## src/rtl/ssc_pkg.sv

```systemverilog
// Shared constants for the sequencer last-step configuration bank
package ssc_pkg;

  // Bus widths
  localparam int unsigned ADDR_W = 32;
  localparam int unsigned DATA_W = 32;
  localparam int unsigned REG_W  = 16;

  // Register indices as printed; byte address is four times the index
  localparam logic [7:0]  IDX_STEP_CFG  = 8'h9F;
  localparam logic [7:0]  IDX_SPARE     = 8'hA0;
  localparam logic [7:0]  IDX_CRC       = 8'hBE;
  localparam logic [7:0]  IDX_STATUS    = 8'hC8;
  localparam int unsigned IDX_LSB       = 2;
  localparam int unsigned IDX_W         = 8;

  // Reset values
  localparam logic [15:0] RST_STEP_CFG  = 16'h000F;
  localparam logic [15:0] RST_SPARE     = 16'h0210;
  localparam logic [15:0] RST_CRC       = 16'h0000;

  // Step register fields
  localparam int unsigned STEP_EN_BIT   = 15;
  localparam int unsigned GAIN_HI       = 14;
  localparam int unsigned GAIN_LO       = 13;
  localparam int unsigned NEG_BIT       = 4;
  localparam int unsigned POS_HI        = 3;
  localparam int unsigned POS_LO        = 0;
  localparam logic [15:0] STEP_WMASK    = 16'hE01F;

  // Spare register: writable fields and fixed reserved pattern
  localparam logic [15:0] SPARE_WMASK   = 16'h0C30;
  localparam logic [15:0] SPARE_FIXED   = 16'h0200;

  // Positive input codes
  localparam logic [3:0]  POS_TEMP      = 4'h8;
  localparam logic [3:0]  POS_GND_SHORT = 4'h9;
  localparam logic [3:0]  POS_TEST_DAC  = 4'hB;
  localparam int unsigned INTERNAL_BIT  = 3;
  localparam int unsigned NUM_EXT       = 8;

  // Gain codes and factors
  localparam logic [1:0]  GAIN_CODE_X1  = 2'h0;
  localparam logic [1:0]  GAIN_CODE_X2  = 2'h1;
  localparam logic [2:0]  GAIN_X1       = 3'h1;
  localparam logic [2:0]  GAIN_X2       = 3'h2;
  localparam logic [2:0]  GAIN_X4       = 3'h4;

  // Internal source classes
  typedef enum logic [1:0] {
    SSC_SRC_TEMP,
    SSC_SRC_GND_SHORT,
    SSC_SRC_TEST_DAC,
    SSC_SRC_SUPPLY
  } ssc_src_e;

  // AHB-Lite encodings
  localparam logic [1:0]  HTRANS_NONSEQ = 2'h2;
  localparam logic [2:0]  HSIZE_WORD    = 3'h2;
  localparam logic        HRESP_OKAY    = 1'h0;

endpackage

```

## src/rtl/ssc_step_decode.sv

```systemverilog
// Registered decode of the last step's stored fields into mux and gain controls
`timescale 1ns/100ps
`default_nettype none

module ssc_step_decode (
  // Clock and reset
  input  wire  logic                   hclk,
  input  wire  logic                   hresetn,
  // Stored step fields
  input  wire  logic [15:0]            step_cfg,
  // Decoded controls
  output var   logic                   step_active,
  output var   logic [2:0]             gain_factor,
  output var   logic                   neg_to_ext_seven,
  output var   logic                   neg_auto,
  output var   logic [ssc_pkg::NUM_EXT-1:0] pos_ext_onehot,
  output var   logic                   pos_internal,
  output var   ssc_pkg::ssc_src_e      internal_src
);
  import ssc_pkg::*;

  logic [1:0]         gain_code;
  logic [3:0]         pos_code;
  logic               auto_sel;
  logic [2:0]         gain_nxt;
  logic [NUM_EXT-1:0] onehot_nxt;
  ssc_src_e           src_nxt;

  assign gain_code = step_cfg[GAIN_HI:GAIN_LO];
  assign pos_code  = step_cfg[POS_HI:POS_LO];

  // Upper codes are internal
  assign auto_sel  = pos_code[INTERNAL_BIT];

  // Gain code mapping
  assign gain_nxt  = (gain_code == GAIN_CODE_X1) ? GAIN_X1 :
                     (gain_code == GAIN_CODE_X2) ? GAIN_X2 : GAIN_X4;

  // One external input per code
  genvar gi;
  generate
    for (gi = 0; gi < NUM_EXT; gi++) begin : g_ext
      assign onehot_nxt[gi] = !auto_sel && (pos_code[INTERNAL_BIT-1:0] == INTERNAL_BIT'(gi));
    end
  endgenerate

  // Internal source class
  assign src_nxt = (pos_code == POS_TEMP)      ? SSC_SRC_TEMP :
                   (pos_code == POS_GND_SHORT) ? SSC_SRC_GND_SHORT :
                   (pos_code == POS_TEST_DAC)  ? SSC_SRC_TEST_DAC : SSC_SRC_SUPPLY;

  always_ff @(posedge hclk or negedge hresetn) begin
    if (!hresetn) begin
      step_active      <= 1'b0;
      gain_factor      <= GAIN_X1;
      neg_to_ext_seven <= 1'b0;
      neg_auto         <= 1'b1;
      pos_ext_onehot   <= '0;
      pos_internal     <= 1'b1;
      internal_src     <= SSC_SRC_SUPPLY;
    end else begin
      // Disabled step is skipped
      step_active      <= step_cfg[STEP_EN_BIT];
      gain_factor      <= gain_nxt;
      // Stored negative select ignored
      neg_to_ext_seven <= step_cfg[NEG_BIT] && !auto_sel;
      neg_auto         <= auto_sel;
      pos_ext_onehot   <= onehot_nxt;
      pos_internal     <= auto_sel;
      internal_src     <= src_nxt;
    end
  end

endmodule

`default_nettype wire

```

## src/rtl/ssc_bank.sv

```systemverilog
// AHB-Lite register bank for the converter sequencer's last step and spare bits
`timescale 1ns/100ps
`default_nettype none

////////////////////////////////////////////////////////////////////////////////
// What this block does
// Step-enable bit 15 turns the last sequencer step on at 1 and skips it at 0.
// Gain code in bits 14:13 gives gain 1 for 00b, 2 for 01b and 4 for 10b or 11b.
// Bit 4 ties the negative input to analog ground at 0 or to external input seven at 1.
// Positive codes 0000b to 0111b pick external inputs zero to seven in order.
// Codes from 1000b pick internal sources and choose the negative input automatically.
// With automatic negative selection the stored negative select bit is ignored.
// The step register sits at index 9Fh and resets to 000Fh.
// The spare register keeps two writable 2-bit fields at 11:10 and 5:4 with no effect.
// The spare register sits at index A0h and resets to 0210h.
// A 16-bit writable expected-CRC register for section two sits at index BEh.
// Reserved bits ignore writes and read fixed values, 1000b in spare bits 9:6 and zero elsewhere.
module ssc_bank (
  // Clock and reset
  input  wire  logic                          hclk,
  input  wire  logic                          hresetn,
  // AHB-Lite slave
  input  wire  logic                          hsel,
  input  wire  logic [ssc_pkg::ADDR_W-1:0]    haddr,
  input  wire  logic [1:0]                    htrans,
  input  wire  logic                          hwrite,
  input  wire  logic [2:0]                    hsize,
  input  wire  logic                          hready,
  input  wire  logic [ssc_pkg::DATA_W-1:0]    hwdata,
  output var   logic [ssc_pkg::DATA_W-1:0]    hrdata,
  output var   logic                          hreadyout,
  output var   logic                          hresp,
  // Step controls to the converter sequencer
  output var   logic                          last_step_enable,
  output var   logic [2:0]                    last_step_gain_factor,
  output var   logic                          last_step_neg_ext_seven,
  output var   logic                          last_step_neg_auto,
  output var   logic [ssc_pkg::NUM_EXT-1:0]   last_step_pos_ext,
  output var   logic                          last_step_pos_internal,
  output var   ssc_pkg::ssc_src_e             last_step_internal_src,
  // Raw stored field for the mux driver
  output var   logic [3:0]                    last_step_pos_input_sel,
  // Expected CRC to the section checker
  output var   logic [ssc_pkg::REG_W-1:0]     section_two_expected_crc
);
  import ssc_pkg::*;

  //////////////////////////////////////////////////////////////////////////////
  // Storage

  logic [REG_W-1:0] seq_last_step_config_r;
  logic [REG_W-1:0] seq_last_step_config_nxt;
  logic [REG_W-1:0] crc_check_spare_bits_r;
  logic [REG_W-1:0] crc_check_spare_bits_nxt;
  logic [REG_W-1:0] expected_crc_r;
  logic [REG_W-1:0] expected_crc_nxt;

  //////////////////////////////////////////////////////////////////////////////
  // Address phase capture

  logic             wr_pend_r;
  logic [IDX_W-1:0] wr_idx_r;
  logic [DATA_W-1:0] hrdata_r;
  logic             addr_take;
  logic             wr_take;
  logic             rd_take;
  logic [IDX_W-1:0] addr_idx;
  logic             addr_in_range;

  assign addr_take     = hsel && hready && (htrans == HTRANS_NONSEQ);
  assign addr_idx      = haddr[IDX_LSB +: IDX_W];
  // Anything beyond the index field or off word alignment is unmapped
  assign addr_in_range = (haddr[ADDR_W-1:IDX_LSB+IDX_W] == '0) && (haddr[IDX_LSB-1:0] == '0);
  // Only whole-word writes change state; narrower ones are dropped quietly
  assign wr_take       = addr_take && hwrite && (hsize == HSIZE_WORD) && addr_in_range;
  assign rd_take       = addr_take && !hwrite;

  //////////////////////////////////////////////////////////////////////////////
  // Data phase write decode

  logic             wr_step;
  logic             wr_spare;
  logic             wr_crc;
  logic [REG_W-1:0] wdata16;

  assign wdata16  = hwdata[REG_W-1:0];

  // Step register index
  assign wr_step  = wr_pend_r && (wr_idx_r == IDX_STEP_CFG);
  // Spare register index
  assign wr_spare = wr_pend_r && (wr_idx_r == IDX_SPARE);
  // Expected CRC index
  assign wr_crc   = wr_pend_r && (wr_idx_r == IDX_CRC);

  // Step reserved bits hold zero
  assign seq_last_step_config_nxt = wr_step ? (wdata16 & STEP_WMASK) : seq_last_step_config_r;

  // Spare fields store only
  assign crc_check_spare_bits_nxt = wr_spare ? ((wdata16 & SPARE_WMASK) | SPARE_FIXED)
                                             : crc_check_spare_bits_r;

  // Whole word writable
  assign expected_crc_nxt         = wr_crc ? wdata16 : expected_crc_r;

  //////////////////////////////////////////////////////////////////////////////
  // Read mux

  // Width of the packed decoded-state view
  localparam int unsigned STATUS_W = 18;

  logic [DATA_W-1:0] status_word;
  logic [DATA_W-1:0] rd_word;
  logic              rd_step;
  logic              rd_spare;
  logic              rd_crc;
  logic              rd_status;

  // Decoded state seen by the sequencer, for software inspection
  assign status_word = {{(DATA_W-STATUS_W){1'b0}},
                        last_step_enable,
                        last_step_neg_auto,
                        last_step_neg_ext_seven,
                        last_step_pos_internal,
                        last_step_internal_src,
                        last_step_gain_factor,
                        1'b0,
                        last_step_pos_ext};

  assign rd_step   = addr_in_range && (addr_idx == IDX_STEP_CFG);
  assign rd_spare  = addr_in_range && (addr_idx == IDX_SPARE);
  assign rd_crc    = addr_in_range && (addr_idx == IDX_CRC);
  assign rd_status = addr_in_range && (addr_idx == IDX_STATUS);

  // Step, spare and CRC reads use next values so a write just before is seen at once; status reads use the registered decoded outputs
  always_comb begin
    if (rd_step) begin
      rd_word = {{(DATA_W-REG_W){1'b0}}, seq_last_step_config_nxt};
    end else if (rd_spare) begin
      rd_word = {{(DATA_W-REG_W){1'b0}}, crc_check_spare_bits_nxt};
    end else if (rd_crc) begin
      rd_word = {{(DATA_W-REG_W){1'b0}}, expected_crc_nxt};
    end else if (rd_status) begin
      rd_word = status_word;
    end else begin
      rd_word = '0;
    end
  end

  //////////////////////////////////////////////////////////////////////////////
  // Bus-side flops

  always_ff @(posedge hclk or negedge hresetn) begin
    if (!hresetn) begin
      wr_pend_r <= 1'b0;
      wr_idx_r  <= '0;
    end else if (hready) begin
      wr_pend_r <= wr_take;
      wr_idx_r  <= addr_idx;
    end
  end

  always_ff @(posedge hclk or negedge hresetn) begin
    if (!hresetn) begin
      hrdata_r <= '0;
    end else if (rd_take) begin
      hrdata_r <= rd_word;
    end
  end

  always_ff @(posedge hclk or negedge hresetn) begin
    if (!hresetn) begin
      hreadyout <= 1'b0;
      hresp     <= HRESP_OKAY;
    end else begin
      // Zero wait states; low only during reset
      hreadyout <= 1'b1;
      hresp     <= HRESP_OKAY;
    end
  end

  assign hrdata = hrdata_r;

  //////////////////////////////////////////////////////////////////////////////
  // Register flops

  always_ff @(posedge hclk or negedge hresetn) begin
    if (!hresetn) begin
      // Step register reset
      seq_last_step_config_r <= RST_STEP_CFG;
      // Spare register reset
      crc_check_spare_bits_r <= RST_SPARE;
      expected_crc_r         <= RST_CRC;
    end else begin
      seq_last_step_config_r <= seq_last_step_config_nxt;
      crc_check_spare_bits_r <= crc_check_spare_bits_nxt;
      expected_crc_r         <= expected_crc_nxt;
    end
  end

  always_ff @(posedge hclk or negedge hresetn) begin
    if (!hresetn) begin
      last_step_pos_input_sel  <= RST_STEP_CFG[POS_HI:POS_LO];
      section_two_expected_crc <= RST_CRC;
    end else begin
      last_step_pos_input_sel  <= seq_last_step_config_r[POS_HI:POS_LO];
      section_two_expected_crc <= expected_crc_r;
    end
  end

  //////////////////////////////////////////////////////////////////////////////
  // Step decode

  // Negative input select path
  ssc_step_decode u_decode (
    .hclk             (hclk),
    .hresetn          (hresetn),
    .step_cfg         (seq_last_step_config_r),
    .step_active      (last_step_enable),
    .gain_factor      (last_step_gain_factor),
    .neg_to_ext_seven (last_step_neg_ext_seven),
    .neg_auto         (last_step_neg_auto),
    .pos_ext_onehot   (last_step_pos_ext),
    .pos_internal     (last_step_pos_internal),
    .internal_src     (last_step_internal_src)
  );

endmodule

`default_nettype wire

```

## config.mk

```make
export PLATFORM = sky130hd
export DESIGN_NAME = ssc_bank
export DESIGN_NICKNAME = d
export VERILOG_FILES = /design/src/rtl/ssc_pkg.sv /design/src/rtl/ssc_step_decode.sv /design/src/rtl/ssc_bank.sv
export SDC_FILE = /design/constraint.sdc
export NUM_CORES = 1
export LEC_CHECK = 0
export ABC_CLOCK_PERIOD_IN_PS = 6100
export BUFFER_PORTS_ARGS = -buffer_cell sky130_fd_sc_hd__buf_2
export CORE_MARGIN = 3
export CORE_UTILIZATION = 42
export CTS_CLUSTER_SIZE = 28
export DETAILED_ROUTE_END_ITERATION = 8
export GPL_TIMING_DRIVEN = 0
export PLACE_DENSITY = 0.68
export SYNTH_ARGS = -nofsm -noshare
export SYNTH_HDL_FRONTEND = slang
export SYNTH_SLANG_ARGS = --single-unit
```

## constraint.sdc

```tcl
create_clock -name hclk -period 6.1 [get_ports hclk]
set_input_delay 0.915 -clock hclk [delete_from_list [all_inputs] [get_ports hclk]]
set_output_delay 0.915 -clock hclk [all_outputs]
set_load 0.02 [all_outputs]
```

==> impl_metrics.csv <==
group,metric,value,unit
run_status,outcome,"finished clean",
timing,final_cycle_utilization_of_the_critical_path,0.471,
synthesis,largest_family_of_logic_cells_by_synthesized_area,"simple AND/OR/NAND/NOR gates",
setup_path,cp_slowest_stage_delay,1.09,ns
floorplan,chipHeight,110,um
synthesis,postSynthAreaPerCell,12.8,um2
placed_design,place.detailed.instances,617,
synthesis,synthesized_instance_count,353,
timing,fin_ws,3.22,ns
setup_path,critPathRequiredTime,6.39,ns
timing,relSlewSlack,0.107,
timing,slew_viol_final,0,
finish,finalNetCount,566,
timing,fmax,0.348,GHz
synthesis,netlist_top_cells_area,"dfrtp_1 (54%), mux2_2 (7.7%), dfstp_2 (7.6%)",
global_route,grt_antenna_before_repair,1,
synthesis,top_cell_type_s_share_of_synthesized_area,0.543,
setup_path,worstPathCellList,"buf_2 -> nor4_1 -> nand4_1 -> nor3_1 -> o221ai_1 -> o211ai_1",
global_route,grt_util_all_layers,0.196,
setup_path,cp_data_arrival_time,3.17,ns
floorplan,row_count,37,
clocking,clock_sinks,111,
timing,report.final.setup_viol,0,
timing,tns,0,ns
placed_design,pre_cts_ws,2.77,ns
synthesis,async_flop_share,1.00,
synthesis,mappedNetlistArea,4520,um2
timing,finalHoldViolations,0,
synthesis,synth_top_flop_cell,"dfrtp_1",
pwr,finalPower,1.37,mW
synthesis,synth-adder-area-share,0,
floorplan,initial_utilization,0.436,
global_route,globalRouteOverflowTotal,0,
synthesis,number_of_synthesis_warnings,0,
synthesis,ys_seq_elements,111,
synthesis,yosys.area_share.xor_xnor,0,
setup_path,critical_path.slowest_cell,"nor3_1",
clocking,numCtsBuffers,9,
setup_path,cp_num_cells,6,
global_route,grt_pass1_wl,17.3,mm
clocking,ctsResizeCount,0,
finish,most_used_cells_in_the_layout_excluding_fill_and_tap_cells,"buf_2 (118), dfrtp_1 (98), mux2_2 (31)",
synthesis,yosys.area.top_type,"dfrtp_1",
clocking,clock_latency,0.38,ns
finish,layout-area-overhead-vs-synth,23.2,%
hold_path,hold_path_class,"reg -> reg",
synthesis,sequential_area_share_after_synthesis,0.619,
finish,layout_commonest_cell,"buf_2",
synthesis,ys_types,47,
synthesis,number_of_flops_mapped_to_enable_cells_by_yosys,0,
job,max_cap_viol_count,0,
pwr,ir_worst_vdd,0.108,mV
timing,unrepaired_setup_endpoints_after_global_routing,"no",
placed_design,gp_congestion,0.828,
floorplan,design.portCount,145,
setup_path,critical_path.n_buffers_inverters,1,
detailed_routing,detail_route.drc_violations,0,
clocking,cts.hold.buffers_added,0,
global_route,grt_max_degree,58,
clocking,htree_num_levels,3,
detailed_routing,vias,3298,
synthesis,muxShareOfSynthArea,0.0839,
placed_design,buffer_ports.inserted,113,
timing,tightest_slew,1.33,ns
floorplan,placeableCoreArea,10400,um2
timing,finClkSkew,0.0145,ns
finish,instances_no_fill,634,
timing,layout_min_cycle_time,2.88,ns
setup_path,cp_max_fanout,10,
detailed_routing,final_antenna_net_count,0,
floorplan,total_die_area,12000,um2
setup_path,critical_path_class,"in -> reg",
detailed_routing,drtIter0Drc,182,
setup_path,r2r_cells,6,
detailed_routing,routed_wl,11.3,mm
hold_path,whs_path_depth,0,
detailed_routing,avgViaCountPerCell,5.20,
clocking,post_cts_buffers,0,
setup_path,timing.critical_path.from_type,"primary input",
detailed_routing,wire_per_inst,17.9,um
pwr,powerDensity,246,nW/um2
clocking,clk_root_buffer_cell,"clkbuf_8",
setup_path,cpLargestDelayFamily,"simple AND/OR/NAND/NOR gates",
pwr,leakagePower,2.82,nW
floorplan,dieWidth,110,um
setup_path,end_kind,"flip-flop",
synthesis,synth-compound-area-share,0.0983,
placed_design,hpwl,8.48,mm
global_route,first_global_vias,3313,
finish,drive_gt1_frac,0.410,
synthesis,post_synth_and_or_nand_nor_area_fraction,0.151,
timing,holdWs,0.371,ns
detailed_routing,detailedRoute.firstPassIterationCount,4,
clocking,cts_buffer_depth,2,
clocking,cts_tree,"built",
clocking,cts.reportedPaths.clkPinSlew,0.10,ns
[registers in the layout (all words and copies together), names as in the netlist, 4 cells and up]
register                  flops
crc_check_spare_bits_r       16
expected_crc_r               16
hrdata                       18
last_step_pos_input_sel       4
section_two_expected_crc     16
seq_last_step_config_r       16
u_decode.pos_ext_onehot       8
wr_idx_r                      8
[power breakdown]
| group | internal [mW] | switching, mW |
|---|---|---|
| Sequential | 0.757 | 0.0145 |
| Combinational | 0.0455 | 0.0628 |
| Clock | 0.236 | 0.256 |
| Total | 1.04 | 0.333 |
[worst register-to-register path, stage by stage, from the launching register on]
cell      delay (ns)
dfrtp_1         0.41
nand3b_1        0.28
nor3_1          0.58
buf_4           0.33
mux2_2          0.37
a221o_1         0.32
a32o_1          0.21
[per-layer routing]
metal | track usage | routed length [um] | share of wire | vias to the layer above
met1 | 0.247 | 4520 | 0.40 | 1633
met3 | 0.0341 | 801 | 0.071 | 16
met4 | 0.0855 | 242 | 0.021 | 0
met2 | 0.332 | 5760 | 0.51 | 119
li1 | - | - | - | 1530
met5 | 0 | 0 | 0 | -
[layout make-up]
| class | count | area, um2 |
|---|---|---|
| inverters | 1 | 3.75 |
| clock inverters | 7 | 104 |
| flip-flops and latches | 111 | 2790 |
| repair buffers | 114 | 596 |
| plain buffers | 34 | 206 |
| clock buffers | 9 | 124 |
| well taps | 136 | 170 |
| diodes | 1 | 2.50 |
| fillers | 895 | 4800 |
| multi-input cells | 221 | 1570 |
[stage by stage]
stage	cell area, um2	utilization
finish	5570	0.537
global route	5570	0.537
CTS	5560	0.536
detailed placement	5340	0.514
global placement	5310	0.512
floorplan	4570	-
[cell usage after synthesis (7+ instances only)]
library cell,number
nand2_1,21
clkbuf_1,9
dfrtp_1,98
nor3_1,8
nand2b_1,8
nor4_1,9
buf_4,19
mux2_2,31
a21o_1,9
and2_1,20
nor2_1,13
o31ai_1,7
nand4_1,7
dfstp_2,13
a221oi_1,7
[cell families (layout without fill, tap and decap cells)]
family                 Yosys count  in the layout
buffers and inverters           35            165
AOI/OAI and AO/OA               56             56
other                            2             17
DFF                            111            111
and+or+nand+nor                116            116
muxes                           33             33
[worst paths after layout]
path                                      startpoint                    endpoint  slack (ns)
setup / recovery                           haddr[23]                  hrdata[10]        3.22
hold / removal             seq_last_step_config_r[3]  last_step_pos_input_sel[3]        0.37
setup reg to reg                         wr_idx_r[0]                  hrdata[15]        3.50
hold reg to reg            seq_last_step_config_r[3]  last_step_pos_input_sel[3]        0.37
max in group asynchronous                    hresetn   crc_check_spare_bits_r[9]        4.77
min in group asynchronous                    hresetn           expected_crc_r[6]        0.57
No activity file was read; power rests on OpenSTA's default activity.
